File: src/dpra_defines.svh
/*
 * Timing constants for the dual-port RAM port controller.
 * Assumes a 40 MHz controller clock (25 ns period).
 */
`ifndef DPRA_DEFINES_SVH
`define DPRA_DEFINES_SVH

// ----------------------------------------------------------------
// Clock and device timing
// ----------------------------------------------------------------
`define DPRA_CLK_PS 25000
`define DPRA_T_SETUP_PS 15000
`define DPRA_T_PULSE_PS 12000
`define DPRA_T_ACCESS_PS 15000
`define DPRA_T_WRITE_HOLD_PS 13000
`define DPRA_T_TOKEN_W2R_PS 5000
`define DPRA_T_TOKEN_PULSE_PS 10000
`define DPRA_T_BUSY_PS 15000
// Three sync flops plus the filtered flag before busy is seen
`define DPRA_SYNC_LAG 4
// Least times round up, never below one cycle
`define DPRA_CYC(t) (((t) + `DPRA_CLK_PS - 1) / `DPRA_CLK_PS)
`define DPRA_PULSE_CYC 4'(`DPRA_CYC(`DPRA_T_PULSE_PS))
`define DPRA_ACCESS_CYC 4'(`DPRA_CYC(`DPRA_T_ACCESS_PS) + 1)
`define DPRA_HOLD_CYC 4'(`DPRA_CYC(`DPRA_T_WRITE_HOLD_PS))
`define DPRA_W2R_CYC 4'(`DPRA_CYC(`DPRA_T_TOKEN_W2R_PS))
`define DPRA_TOKPULSE_CYC 4'(`DPRA_CYC(`DPRA_T_TOKEN_PULSE_PS))
`define DPRA_BUSY_SEE_CYC 4'(`DPRA_CYC(`DPRA_T_BUSY_PS) + `DPRA_SYNC_LAG)
`define DPRA_BUSY_CAP 8'h0_0ff
`define DPRA_ALL_LANES 4'h0
`define DPRA_NO_LANES 4'hf
`define DPRA_ONE 4'h1
`define DPRA_ZERO4 4'h0

`endif

File: src/dpra_pkg.sv
/*
 * Types for the dual-port RAM port controller.
 * Assumes dpra_defines.svh is compiled alongside.
 */
package dpra_pkg;
  // ----------------------------------------------------------------
  // Commands and states
  // ----------------------------------------------------------------
  typedef enum logic [1:0] {
    DPRA_CMD_RD,
    DPRA_CMD_WR,
    DPRA_CMD_TOK_GET,
    DPRA_CMD_TOK_REL
  } dpra_cmd_t;

  typedef enum logic [2:0] {
    DPRA_ST_IDLE,
    DPRA_ST_SETUP,
    DPRA_ST_STROBE,
    DPRA_ST_BUSYWAIT,
    DPRA_ST_HOLD,
    DPRA_ST_GAP,
    DPRA_ST_TOKRD
  } dpra_state_t;

  // Request from the user side
  typedef struct packed {
    dpra_cmd_t cmd;
    logic [14:0] addr;
    logic [35:0] wdata;
    logic [3:0] lanes_n;
    logic [2:0] token;
  } dpra_req_t;

  // Pins toward the memory port
  typedef struct packed {
    logic [14:0] addr;
    logic chip_select_low_active;
    logic chip_select_high_active;
    logic write_n;
    logic out_enable_n;
    logic token_select_n;
    logic [3:0] byte_lane_select_n;
    logic [35:0] dq_out;
    logic dq_oe;
  } dpra_pins_t;

  // Whole controller state
  typedef struct packed {
    dpra_state_t st;
    dpra_req_t req;
    dpra_pins_t pins;
    logic [3:0] cnt;
    logic [7:0] busy_cnt;
    logic ready;
    logic done;
    logic [35:0] rdata;
    logic granted;
    logic [2:0] busy_sync;
    logic busy_seen;
    logic [2:0] int_sync;
    logic int_seen;
  } dpra_ctl_t;
endpackage : dpra_pkg

File: src/dpra_host.sv
/*
 * Controller for one port of an asynchronous dual-port static RAM:
 * memory read/write with byte lanes and token (shared latch) get/release.
 * Assumes the device pins are wired to the *_o/_i ports and the board
 * resolves the data bus from pins_o.dq_oe. Busy and interrupt are async pins.
 */
// Operation
// - Write strobe stays high during reads.
// - Every token read uses its own select.
// - Write strobe high while addresses change.
// - Never drive data while device reads out.
// - Token request writes zero on bit 0.
// - Chip enables stay inactive through token sequence.
// - Keep write low after busy releases.
// - Wait before reading back a token.
// - Token update strobe low long enough.
// - Memory and token selects are exclusive.
`include "dpra_defines.svh"

module dpra_host
  import dpra_pkg::*;
(
  input wire logic mclk_i,
  input wire logic srst_i,
  input wire logic req_valid_i,
  input wire dpra_req_t req_i,
  output logic req_ready_o,
  output logic done_o,
  output logic [35:0] rdata_o,
  output logic granted_o,
  output logic mailbox_o,
  output dpra_pins_t pins_o,
  input wire logic [35:0] dq_i,
  input wire logic busy_n_i,
  input wire logic int_n_i
);
  dpra_ctl_t s_r;
  dpra_ctl_t s_nxt;
  logic busy_now;
  logic is_tok;
  logic is_wr;

  // ----------------------------------------------------------------
  // Next-state logic
  // ----------------------------------------------------------------
  // Third and second stages must agree before a pin change counts
  // Filtered flag, so a glitch cannot stall or release a write alone
  assign busy_now = s_r.busy_seen;
  assign is_tok = s_r.req.cmd inside {DPRA_CMD_TOK_GET, DPRA_CMD_TOK_REL};
  assign is_wr = s_r.req.cmd != DPRA_CMD_RD;

  always_comb begin
    s_nxt = s_r;
    s_nxt.done = 1'b0;
    s_nxt.busy_sync = {s_r.busy_sync[1:0], busy_n_i};
    s_nxt.int_sync = {s_r.int_sync[1:0], int_n_i};
    if (s_r.int_sync[2] == s_r.int_sync[1]) begin
      s_nxt.int_seen = ~s_r.int_sync[2];
    end
    // Busy filter, same agreement rule as the mailbox pin
    if (s_r.busy_sync[2] == s_r.busy_sync[1]) begin
      s_nxt.busy_seen = ~s_r.busy_sync[2];
    end
    case (s_r.st)
      DPRA_ST_IDLE: begin
        s_nxt.ready = 1'b1;
        if (req_valid_i && s_r.ready) begin
          // Address settles with strobe high and port deselected
          s_nxt.ready = 1'b0;
          s_nxt.req = req_i;
          // Token cycles get their latch address now, not under the strobe
          s_nxt.pins.addr = (req_i.cmd == DPRA_CMD_TOK_GET ||
                             req_i.cmd == DPRA_CMD_TOK_REL) ?
                            {12'h000, req_i.token} : req_i.addr;
          s_nxt.pins.write_n = 1'b1;
          s_nxt.pins.chip_select_low_active = 1'b1;
          s_nxt.pins.chip_select_high_active = 1'b0;
          s_nxt.pins.token_select_n = 1'b1;
          s_nxt.pins.byte_lane_select_n = `DPRA_NO_LANES;
          s_nxt.cnt = `DPRA_ZERO4;
          s_nxt.st = DPRA_ST_SETUP;
        end
      end
      DPRA_ST_SETUP: begin
        // Select and strobe assert in the same cycle; writes keep out_enable_n high so outputs stay off
        // Exclusive selects; token cycle keeps both chip enables off
        if (req_i.cmd == DPRA_CMD_RD || s_r.req.cmd == DPRA_CMD_RD ||
            s_r.req.cmd == DPRA_CMD_WR) begin
          if (!is_tok) begin
            s_nxt.pins.chip_select_low_active = 1'b0;
            s_nxt.pins.chip_select_high_active = 1'b1;
            s_nxt.pins.byte_lane_select_n = is_wr ? s_r.req.lanes_n
                                                  : `DPRA_ALL_LANES;
          end
        end
        if (is_tok) begin
          s_nxt.pins.token_select_n = 1'b0;
        end
        if (is_wr) begin
          // Token get writes 0 on bit 0, release writes 1
          s_nxt.pins.dq_out = is_tok ?
            {35'h0_0000_0000, s_r.req.cmd == DPRA_CMD_TOK_REL}
            : s_r.req.wdata;
          s_nxt.pins.dq_oe = 1'b1;
          s_nxt.pins.out_enable_n = 1'b1;
          s_nxt.pins.write_n = 1'b0;
        end else begin
          s_nxt.pins.out_enable_n = 1'b0;
        end
        s_nxt.cnt = `DPRA_ZERO4;
        s_nxt.st = DPRA_ST_STROBE;
      end
      DPRA_ST_STROBE: begin
        s_nxt.cnt = s_r.cnt + `DPRA_ONE;
        if (is_wr && busy_now && !is_tok) begin
          s_nxt.busy_cnt = 8'h0_000;
          s_nxt.st = DPRA_ST_BUSYWAIT;
        // Memory writes hold the strobe until a busy flag could be seen
        end else if (is_wr && s_r.cnt + `DPRA_ONE >= `DPRA_TOKPULSE_CYC &&
                     s_r.cnt + `DPRA_ONE >= `DPRA_PULSE_CYC &&
                     (is_tok ||
                      s_r.cnt + `DPRA_ONE >= `DPRA_BUSY_SEE_CYC)) begin
          s_nxt.pins.write_n = 1'b1;
          s_nxt.cnt = `DPRA_ZERO4;
          s_nxt.st = DPRA_ST_GAP;
        end else if (!is_wr && s_r.cnt + `DPRA_ONE >= `DPRA_ACCESS_CYC) begin
          s_nxt.rdata = dq_i;
          s_nxt.pins.out_enable_n = 1'b1;
          s_nxt.pins.chip_select_low_active = 1'b1;
          s_nxt.pins.chip_select_high_active = 1'b0;
          s_nxt.pins.byte_lane_select_n = `DPRA_NO_LANES;
          s_nxt.done = 1'b1;
          s_nxt.st = DPRA_ST_IDLE;
        end
      end
      DPRA_ST_BUSYWAIT: begin
        // Capped so a stuck flag cannot hang the port
        s_nxt.busy_cnt = s_r.busy_cnt + 8'h0_001;
        if (!busy_now || s_r.busy_cnt == `DPRA_BUSY_CAP) begin
          s_nxt.cnt = `DPRA_ZERO4;
          s_nxt.st = DPRA_ST_HOLD;
        end
      end
      DPRA_ST_HOLD: begin
        // Strobe held after release so the blocked write lands
        s_nxt.cnt = s_r.cnt + `DPRA_ONE;
        if (s_r.cnt + `DPRA_ONE >= `DPRA_HOLD_CYC) begin
          s_nxt.pins.write_n = 1'b1;
          s_nxt.cnt = `DPRA_ZERO4;
          s_nxt.st = DPRA_ST_GAP;
        end
      end
      DPRA_ST_GAP: begin
        // Deselect so each token read gets its own select cycle
        s_nxt.pins.dq_oe = 1'b0;
        s_nxt.pins.token_select_n = 1'b1;
        s_nxt.pins.chip_select_low_active = 1'b1;
        s_nxt.pins.chip_select_high_active = 1'b0;
        s_nxt.pins.byte_lane_select_n = `DPRA_NO_LANES;
        s_nxt.cnt = s_r.cnt + `DPRA_ONE;
        if (!is_tok) begin
          s_nxt.done = 1'b1;
          s_nxt.st = DPRA_ST_IDLE;
        // One full cycle deselected before the read-back select
        end else if (s_r.pins.token_select_n &&
                     s_r.cnt + `DPRA_ONE >= `DPRA_W2R_CYC) begin
          s_nxt.pins.token_select_n = 1'b0;
          s_nxt.pins.out_enable_n = 1'b0;
          s_nxt.cnt = `DPRA_ZERO4;
          s_nxt.st = DPRA_ST_TOKRD;
        end
      end
      DPRA_ST_TOKRD: begin
        s_nxt.cnt = s_r.cnt + `DPRA_ONE;
        if (s_r.cnt + `DPRA_ONE >= `DPRA_ACCESS_CYC) begin
          s_nxt.granted = ~dq_i[0];
          s_nxt.rdata = dq_i;
          s_nxt.pins.token_select_n = 1'b1;
          s_nxt.pins.out_enable_n = 1'b1;
          s_nxt.done = 1'b1;
          s_nxt.st = DPRA_ST_IDLE;
        end
      end
      default: s_nxt.st = DPRA_ST_IDLE;
    endcase
  end

  // ----------------------------------------------------------------
  // State register
  // ----------------------------------------------------------------
  always_ff @(posedge mclk_i) begin
    if (srst_i) begin
      s_r <= '0;
      s_r.pins.write_n <= 1'b1;
      s_r.pins.out_enable_n <= 1'b1;
      s_r.pins.token_select_n <= 1'b1;
      s_r.pins.chip_select_low_active <= 1'b1;
      s_r.pins.byte_lane_select_n <= `DPRA_NO_LANES;
      s_r.busy_sync <= 3'h7;
      s_r.int_sync <= 3'h7;
    end else begin
      s_r <= s_nxt;
    end
  end

  // Outputs straight from the state register
  assign req_ready_o = s_r.ready;
  assign done_o = s_r.done;
  assign rdata_o = s_r.rdata;
  assign granted_o = s_r.granted;
  assign mailbox_o = s_r.int_seen;
  assign pins_o = s_r.pins;
endmodule : dpra_host

File: config.mk
export PLATFORM = sky130hd
export DESIGN_NAME = dpra_host
export DESIGN_NICKNAME = d
export VERILOG_FILES = /design/src/dpra_pkg.sv /design/src/dpra_host.sv
export VERILOG_INCLUDE_DIRS = /design/src
export SDC_FILE = /design/constraint.sdc
export NUM_CORES = 1
export LEC_CHECK = 0
export ABC_CLOCK_PERIOD_IN_PS = 4800
export CAP_MARGIN = 15
export CORE_MARGIN = 2
export CORE_UTILIZATION = 30
export CTS_CLUSTER_SIZE = 16
export DETAILED_ROUTE_END_ITERATION = 8
export DONT_BUFFER_PORTS = 1
export GPL_TIMING_DRIVEN = 0
export PLACE_DENSITY = 0.51
export SYNTH_ARGS = -nofsm -noshare
export SYNTH_HDL_FRONTEND = slang
export SYNTH_SLANG_ARGS = --single-unit
export TNS_END_PERCENT = 10
File: constraint.sdc
create_clock -name mclk_i -period 4.8 [get_ports mclk_i]
set_input_delay 0.24 -clock mclk_i [delete_from_list [all_inputs] [get_ports mclk_i]]
set_output_delay 0.24 -clock mclk_i [all_outputs]
set_load 0.01 [all_outputs]
* Yosys cells after proc, flatten, opt, wreduce, memory -nomap -nowiden
Index checks and enable logic that the tools add are counted.
Storage, ports and cells: flip-flop bits (word level) 183, bits of input ports 101, output and inout port bits 101, word-level logic and storage cells 164
Cells by class: add/subtract/negate cells 2, order comparisons 3, equality and inequality tests 31, mux-type cells 59, bitwise gates (word level) 3, reductions and logical operators 41
Operators by type and width (number):
- $mux 37 | 3
- $mux 81 | 1
- $pmux 36 s2 | 1
- $mux 4 | 14
- $mux 38 | 1
- $mux 36 | 1
- $ne 2x2->1 const B | 15
- $pmux 4 s7 | 1
- $mux 3 | 8
- $pmux 3 s7 | 1
- $pmux 4 s4 | 1
- $pmux 8 s2 | 1
- $reduce_bool 4->1 | 4
- $mux 15 | 1
- $mux 2 | 7
- $reduce_and 7->1 | 2
- $pmux 1 s4 | 3
- $reduce_and 6->1 | 2
- $mux 1 | 10
- $reduce_and 2->1 | 5
- $reduce_bool 2->1 | 5
- $eq 3x3->1 const B | 3
- $add 8x1->8 const B | 1
- $eq 2x2->1 const B | 4
- other kinds (26) | 44

* Depth between registers and ports, before layout
Gate-level depths: netlist of the first run.
word-level depth 8, gate-level depth with buffers 9, gate-level depth less buffers 8

* Least setup slack after synthesis of the first run
Ideal clock, no wire load.
path type flip-flop to flip-flop, start register s_r[55] (netlist bit), end register s_r (netlist bit rdata_o[10]), library setup time 0.060 ns, arrival time 2.386 ns, required time 4.740 ns, slack 2.355 ns, cell stages (with the launch flop) 9, buffers on the path 1, clock period less this slack 2.445 ns, cells stage by stage dfxtp_1 -> ha_1 -> and2_1 -> a32o_2 -> and2_4 -> or3_4 -> a2111oi_4 -> buf_6 -> a22o_1
On the way: longest elaborated chain between the ends 7, elaborated cells on any way between the ends 13, classes of those cells add/sub: 1; order compare: 3; eq/ne: 3; reduce/logical: 6
Ends and longest elaborated chain:
- from (decl) | line dpra_host.sv:37 | dpra_ctl_t s_r;
- from (signal assigned) | line dpra_host.sv:202 | s_r <= s_nxt;
- $add 4x1->4 (no source line) *
- $ge 4x1->1 (no source line)
- $logic_and 1x1->1 (no source line) (2 in a row)
- $logic_and 1x1->1 | line dpra_host.sv:119 | end else if (is_wr && s_r.cnt + `DPRA_ONE >= `DPRA_TOKPULSE_CYC &&
- $ne 2x2->1 (no source line)
- $reduce_and 5->1 (no source line) *
Mark *: on every way between the ends. The rest lies on a longest branch, timed or not. A chain may end at the register's enable or synchronous reset.

* Final worst setup path of the first run
start register s_r[55] (netlist bit), end register s_r (netlist bit rdata_o[14])
The elaborated chain is that of the path after synthesis.

==> results of run 1 <==
## worst max-delay path, stage by stage, from the launching register on
cell	delay (ns)
dfxtp_1	0.39
ha_1	0.28
and2_1	0.18
a32o_2	0.31
and2_4	0.18
or3_4	0.40
a2111oi_4	0.62
buf_6	0.25
a22o_1	0.15
## layer usage
layer | track usage, % | share of wire (%) | vias up
met4 | 4.456 | 0.56 | 0
met2 | 25.95 | 46 | 202
met3 | 5.040 | 7.6 | 7
met1 | 19.70 | 46 | 2680
li1 | - | - | 2882
met5 | 0 | 0 | -
## power by group through the flow
stage               registers, mW  logic, mW  clock network (mW)
floorplan                    1.55      0.480                   0
global placement             1.57      0.637                   0
detailed placement           1.57      0.635                   0
CTS                          1.54      0.699                1.45
global route                 1.55      0.779                1.51
finish                       1.54      0.692                1.41
## state kept, by name, indices dropped and copies added (netlist names)
register	cells
req_ready_o	1
rdata_o	36
done_o	1
s_r	59
pins_o	61
busy_now	1
mailbox_o	1
granted_o	1
s_nxt	4
## Yosys cell counts (all sizes together), types with 9 or more instances
master	n	share of area [%]
dfxtp	165	47
nand2	118	6.3
nand3b	15	1.6
buf	102	11
a21oi	81	5.8
a22oi	35	3.8
nor2	75	4.0
o21ai	16	1.1
clkbuf	45	2.4
a22o	36	4.5
inv	9	0.48
a211oi	9	0.97
## kinds of logic after synthesis
logic type	count (synthesis)	synth area share (%)
AO/OA/AOI/OAI	201	19.22
XOR/XNOR	3	0.3758
adder cells (fa/ha/maj)	7	1.181
buffers and inverters	156	13.90
flip-flops	165	47.24
multiplexers	7	1.038
AND/OR/NAND/NOR	264	17.05
## through the flow
stage	instances	util (%)	power [mW]	setup slack, ns
after floorplan	803	-	2.033	2.355
after global placement	1116	32.42	2.208	1.961
after detailed placement	1116	32.42	2.208	1.993
after CTS	1239	39.12	3.694	1.933
after global routing	1240	39.13	3.844	1.750
final	1240	39.13	3.641	1.965
## layout make-up
class	count	area share (%)
flip-flops and latches	165	37.06
multi-input cells	482	30.49
plain buffers	147	10.53
repair buffers	91	10.22
clock buffers	18	4.927
well taps	313	4.394
clock inverters	14	1.979
inverters	9	0.3790
diodes	1	0.02807
## timing repair
action / in CTS / in global routing
endpoints found under the hold margin: 92 / 0
setup buffers: 0 / 0
gates resized for setup: 0 / 0
hold buffers: 91 / 0
## how the worst max path moves through the flow
stage | end | slack, ns
after global placement | rdata_o[9] | 1.96
after CTS | rdata_o[11] | 1.93
after global routing | rdata_o[12] | 1.75
final | rdata_o[14] | 1.97
after floorplan | rdata_o[10] | 2.35
after detailed placement | rdata_o[9] | 1.99
==> results.cfg, run 1 <==
[worst_setup_path]
crit_fanout = 10
critPathLaunchType = flop
arrival_ns = 3.20
end_kind = flop
crit_path_start = s_r[55]
r2r_end = rdata_o[14]
ff2ff_setup_slack_ns = 1.97
crit_required_ns = 5.16
worst-setup-path-type = flop to flop
r2r-start = s_r[55]
r2r_cells = 8

[global_route]
grt-ovfl-total = 0
antenna_found_initial = 1
grt_use_total_pct = 15.73
grt_start_max_net_pins = 19
grt_pass1_wl_um = 30390
grt_pass1_vias = 5824

[place]
io_buffers = 0
dpl_cell_area_sq_um = 7385
place.gp.congestion = 0.8652
place_hpwl_um = 13340

[synthesis]
synth_area_sq_um = 6993
ys_seq_area_share_pct = 47.24
synth_edf_count = 0
synth_top_flop_cell = dfxtp_1
avgSynthCellArea_sq_um = 8.709
synth_cell_types = 55
async_flop_share_pct = 0
ys_warn_count = 0
syn_nets = 909
syn_inst = 803
yosys_register_bits = 165

[power_and_ir_drop]
p_seq_share_pct = 42.3
p_leak_nw = 3.431
power.density_nw_per_um2 = 408.4
p_sw_mw = 1.129
p_int_mw = 2.511
ir_worst_vdd_mv = 0.1813
p_comb_share_pct = 19.0
p_clk_share_pct = 38.7
swShare_pct = 31.02

[cts]
cts_max_level = 4
cts.sinks = 165
clkTransAtPathRegs_ns = 0.08
cts_tree = built
root_buffer = clkbuf_16
clock_latency_ns = 0.43
cts_buffers = 17
clockBufferDepth = 2

[timing]
max_slew.worst_pin.slew_ns = 0.7842
final-setup-viol-count = 0
finalCritPeriodShare_pct = 59.06
finalHoldViolCount = 0
period_minus_slack_ns = 2.835
maxSlewHeadroom_pct = 47.72
whs_ns = 0.06529
clock_skew_ns = 0.01775
rsz0062_at_grt = no
fmax_mhz = 352.8
setup-tns-final_ns = 0
drv_slew = 0

[die]
die_x_um = 156.7
core-area_sq_um = 22780
boundaryPins = 202
fp.dieArea_sq_um = 24550
start_util_pct = 30.70
row_count = 55
die_h_um = 156.7

[min_path]
min_path_type = primary input to flop
holdPathEnd = pins_o[48]
min_delay_path_depth = 2
worstHoldStart = req_i[45]

[finish]
area_growth_syn_to_layout_pct = 27.46
mostFrequentLayoutCells = dfxtp_1 (165), nand2_1 (118), buf_4 (97)
n_fill_cell = 2326
design_area_sq_um = 8914
seq_area_sq_um = 3303
layout_commonest_cell = dfxtp_1
multi_input_area_sq_um = 2718
drive_above_1_share_pct = 15.66
nNetsFinal = 1019

[route]
wirelength_um = 19130
vias = 5771
drc_errors = 0
drtAntennaViolNets = 0
vias_per_cell = 4.654
drtIter0Drc = 240
wire_per_inst_um = 15.43
first_pass_iters = 5

[flow_run]
drv_cap = 0

[run_status]
outcome = completed
Note: power is estimated with default switching activity, not from simulation.
==> run 2, diff against run 1 <==
--- a/config.mk
+++ b/config.mk
@@ -6,7 +6,7 @@
 export SDC_FILE = /design/constraint.sdc
 export NUM_CORES = 1
 export LEC_CHECK = 0
-export ABC_CLOCK_PERIOD_IN_PS = 4800
+export ABC_CLOCK_PERIOD_IN_PS = 2620
 export CAP_MARGIN = 15
 export CORE_MARGIN = 2
 export CORE_UTILIZATION = 30
==> constraint.sdc (replaced) <==
create_clock -name mclk_i -period 2.62 [get_ports mclk_i]
set_input_delay 0.131 -clock mclk_i [delete_from_list [all_inputs] [get_ports mclk_i]]
set_output_delay 0.131 -clock mclk_i [all_outputs]
set_load 0.01 [all_outputs]
==> run 2 against run 1 <==
Net effect: combinational power increased by 86%; die area did not move; non-clock buffer count up 8; routed wire length is 0.71% higher; register-to-register slack worse by 1.9 ns; clock-buffer cell count unchanged; critical path depth up 1; global-route usage increased by 0.095 points; final cell count increased by 0.65%; clock power up 83%; largest cell class unchanged; largest power group unchanged.
==> results.cfg, run 2 (synthesis gave the netlist of run 1 again) <==
[timing]
fmax_mhz = 398.6
max_slew.worst_pin.slew_ns = 0.7416
final-setup-viol-count = 0
fin_ws_ns = 0.1114
clock_skew_ns = 0.01232
finalCritPeriodShare_pct = 95.75
drv_slew = 0
rsz0062_at_grt = yes
whs_ns = 0.08249
finalHoldViolCount = 0
maxSlewHeadroom_pct = 50.56
period_minus_slack_ns = 2.509

[power_and_ir_drop]
ir_worst_vdd_mv = 0.3342
power.density_nw_per_um2 = 741.7
p_leak_nw = 3.494

[worst_setup_path]
cpPeakStageDelay_ns = 0.40
r2r_cells = 9
crit_required_ns = 2.99
arrival_ns = 2.87
crit_path_top_delay_cell = or3_4
crit_path_frequent_cell = buf_6
crit_path_start = s_r[55]
r2r-start = s_r[55]
crit_chain = ha_2 -> and2_1 -> a32o_2 -> and2_4 -> or3_4 -> a2111oi_4 -> buf_6 -> buf_6 -> a22o_1
end_kind = flop
critPathLaunchType = flop
worst-setup-path-type = flop to flop
crit_fanout = 10

[cts]
cts_tree = built
clock_latency_ns = 0.43
cts_buffers = 17
clockBufferDepth = 2
cts_max_level = 4
clkTransAtPathRegs_ns = 0.08
root_buffer = clkbuf_16
cts.sinks = 165

[min_path]
min_path_type = primary input to flop
min_delay_path_depth = 4
worstHoldStart = req_valid_i

[place]
dp.cells = 1116
place.gp.congestion = 0.8652
place_ws_ns = -0.1869
dpl_cell_area_sq_um = 7385
place_hpwl_um = 13340
io_buffers = 0

[die]
row_count = 55
fp.dieArea_sq_um = 24550
start_util_pct = 30.70
boundaryPins = 202
core-area_sq_um = 22780
die_h_um = 156.7
die_x_um = 156.7

[global_route]
grt_use_total_pct = 15.82
grt_pass1_vias = 5900
antenna_found_initial = 1
grt_start_max_net_pins = 19
grt_pass1_wl_um = 30570
grt-ovfl-total = 0

[finish]
area_growth_syn_to_layout_pct = 29.11
finish.utilization_pct = 39.64
drive_above_1_share_pct = 16.81
largest_register_ff_count = 61
fin_cells = 1248
layout_commonest_cell = dfxtp_1
mostFrequentLayoutCells = dfxtp_1 (164), nand2_1 (118), buf_4 (98), dlygate4sd3_1 (98), a21oi_1 (81)
nNetsFinal = 1027
design_area_sq_um = 9029

[route]
first_pass_iters = 5
drtIter0Drc = 251
wire_per_inst_um = 15.44
vias_per_cell = 4.655
drtAntennaViolNets = 0
drc_errors = 0
wirelength_um = 19260
vias = 5809

[run_status]
outcome = completed

[flow_run]
drv_cap = 0
-- run 2: power breakdown --
group | switching, mW | internal [mW]
combinational | 0.772 | 0.518
clock | 1.18 | 1.40
sequential | 0.123 | 2.70
-- run 2: layer usage --
layer	GRT usage, %	vias up	wire [um]
met4	4.500	0	164
met1	19.70	2693	8763
li1	-	2892	-
met5	0	-	0
met2	26.18	209	8796
met3	5.151	15	1539
-- run 2: per-stage QoR --
| stage | power, mW | TNS, ns |
|---|---|---|
| after floorplan | 3.725 | 0 |
| after global placement | 4.045 | -6.136 |
| after detailed placement | 4.046 | -5.307 |
| after CTS | 6.784 | 0 |
| after global routing | 7.065 | -0.09146 |
| final | 6.696 | 0 |
-- run 2: repair_timing --
action,in CTS,in global routing
pin swaps,1,0
gates resized for setup,9,9
hold buffers,98,0
endpoints found under the setup margin,36,71
buffers inserted,2,0
hold endpoints to repair,96,0
-- run 2: worst max-delay path: cells and delay by family, from the launching register on --
kind / cells / cell delay, ns
buffers and inverters: 2 / 0.36
AO/OA/AOI/OAI: 3 / 0.75
adder cells (fa/ha/maj): 1 / 0.22
AND/OR/NAND/NOR: 3 / 0.75
flip-flops: 1 / 0.37
-- run 2: layout make-up --
cell class	count	area, sq um
buffer	146	955.9
tap	313	391.6
timing repair buffer	100	999.7
inverter	9	33.78
clock inverter	14	176.4
multi-input combinational	482	2725
antenna	1	2.502
sequential	165	3304
clock buffer	18	439.2
fill	2316	13750
-- run 2: worst paths after layout --
path	to	slack, ns
max	rdata_o[14]	0.11
min	pins_o[43]	0.08
max reg2reg	rdata_o[14]	0.11
min reg2reg	s_nxt[3]	0.41
==> run 3, diff against run 2 <==
--- a/config.mk
+++ b/config.mk
@@ -9,12 +9,12 @@
 export ABC_CLOCK_PERIOD_IN_PS = 2620
 export CAP_MARGIN = 15
 export CORE_MARGIN = 2
-export CORE_UTILIZATION = 30
+export CORE_UTILIZATION = 45
 export CTS_CLUSTER_SIZE = 16
 export DETAILED_ROUTE_END_ITERATION = 8
 export DONT_BUFFER_PORTS = 1
 export GPL_TIMING_DRIVEN = 0
-export PLACE_DENSITY = 0.51
+export PLACE_DENSITY = 0.67
 export SYNTH_ARGS = -nofsm -noshare
 export SYNTH_HDL_FRONTEND = slang
 export SYNTH_SLANG_ARGS = --single-unit
==> run 3 against run 2 <==
Net effect: final area fell by 1.8%; sequential power barely moved; clock power hardly changed; non-clock buffer count up 2; first-iteration DRC count up 25%; sequential share of layout area up 0.68 points; critical path depth is the same; final cell count fell by 9.9%; die area shrank 33%; utilization rose by 19 points; critical path type unchanged; largest power group unchanged.
==> results.cfg, run 3 (synthesis gave the netlist of run 1 again) <==
[global_route]
grt_pass1_vias = 5887
grt-ovfl-total = 0
grt_use_total_pct = 21.99
grt_start_max_net_pins = 17
antenna_found_initial = 0
grt_pass1_wl_um = 28980

[finish]
nNetsFinal = 1029
area_growth_syn_to_layout_pct = 26.80
finish.utilization_pct = 58.33
layout_commonest_cell = dfxtp_1
drive_above_1_share_pct = 16.77
diodes = 0
largest_register_ff_count = 61
mostFrequentLayoutCells = dfxtp_1 (163), nand2_1 (118), buf_4 (102)

[cts]
root_buffer = clkbuf_16
clock_latency_ns = 0.42
cts_buffers = 17
clkTransAtPathRegs_ns = 0.06
cts.sinks = 165
clockBufferDepth = 2
cts_max_level = 4
cts_tree = built

[timing]
maxSlewHeadroom_pct = 54.06
fmax_mhz = 397.7
rsz0062_at_grt = yes
clock_skew_ns = 0.01145
final-setup-viol-count = 0
drv_slew = 0
finalCritPeriodShare_pct = 95.98
max_slew.worst_pin.slew_ns = 0.6891
finalHoldViolCount = 0
fin_ws_ns = 0.1053
period_minus_slack_ns = 2.515

[flow_run]
drv_cap = 0

[worst_setup_path]
cpPeakStageDelay_ns = 0.40
critPathLaunchType = flop
crit_path_top_delay_cell = or3_4
crit_chain = ha_2 -> and2_1 -> a32o_2 -> and2_4 -> or3_4 -> nor2b_1 -> clkbuf_1 -> clkbuf_4 -> a22o_1
worst-setup-path-type = flop to flop
arrival_ns = 2.82
end_kind = flop
crit_required_ns = 2.93
cp_top_family = simple AND/OR/NAND/NOR gates
path_buf_inv = 2
crit_fanout = 10

[place]
place_hpwl_um = 11880
place.gp.congestion = 0.9153
io_buffers = 0
place_ws_ns = -0.1213

[route]
first_pass_iters = 5
drc_errors = 0
drtIter0Drc = 313
drtAntennaViolNets = 0
wirelength_um = 18450
vias_per_cell = 5.289
wire_per_inst_um = 16.42
vias = 5945

[power_and_ir_drop]
power_mw = 6.672
ir_worst_vdd_mv = 0.4690
power.density_nw_per_um2 = 752.4
p_leak_nw = 3.490

[min_path]
min_path_type = primary input to flop

[run_status]
outcome = completed

[die]
die_h_um = 128.7
fp.dieArea_sq_um = 16550
die_x_um = 128.7
boundaryPins = 202
row_count = 45
core-area_sq_um = 15200
start_util_pct = 46.00
run 3: cell types whose count changed in the layout (fill, tap and decap cells not counted), sizes merged:
cell,previous run,this run
diode,1,0
clkbuf,62,64
bufinv,1,2
buf,104,107
inv,16,13
clkinv,6,5
run 3: path summary, 6_finish.rpt:
check	startpoint	to	slack [ns]	cells after the start
worst max-delay path	s_r[55]	rdata_o[11]	0.11	9
worst min register to register	s_nxt[6]	s_nxt[7]	0.42	1
worst min-delay path	req_valid_i	pins_o[43]	0.07	4
worst max register to register	s_r[55]	rdata_o[11]	0.11	9
run 3: repair_timing:
item,in CTS,in global routing
gates resized for setup,6,10
setup endpoints to repair,32,72
hold endpoints to repair,96,0
pin swaps,1,0
setup buffers,3,0
hold buffers,98,0
run 3: cell type report:
| class | count | area (sq um) |
|---|---|---|
| Fill cell | 1348 | 6335 |
| Timing Repair Buffer | 101 | 1003 |
| Buffer | 147 | 950.9 |
| Multi-Input combinational cell | 482 | 2730 |
| Tap cell | 188 | 235.2 |
| Clock inverter | 11 | 137.6 |
| Inverter | 9 | 33.78 |
| Sequential cell | 165 | 3306 |
| Clock buffer | 21 | 470.5 |
run 3: worst min-delay path, delay by kind of cell:
kind             cells  cell delay (ns)
AND/OR/NAND/NOR      1             0.06
AO/OA/AOI/OAI        3             0.24
run 3: per-stage QoR:
stage	hold slack (ns)	cell area, sq um	cells	TNS [ns]
2_1_floorplan	0.2267	6993	803	0
5_1_grt	0.09757	8867	1124	-0.01153
3_5_place_dp	0.2316	7228	991	-3.201
3_3_place_gp	0.2282	7228	991	-3.896
4_1_cts	0.06037	8851	1124	0
6_report	0.07425	8867	1124	0
run 3: where the power goes:
part / internal (mW) / switching [mW]
Sequential: 2.70 / 0.126
Combinational: 0.521 / 0.775
Clock: 1.50 / 1.04
run 3: metal layers:
layer  global-route usage [%]  up-vias  routed length (um)
li1                         -     2913                   -
met1                    27.02     2774                8062
met2                    37.35      228                8782
met3                    5.946       30                1293
met4                    7.545        0                 315
met5                        0        -                   0
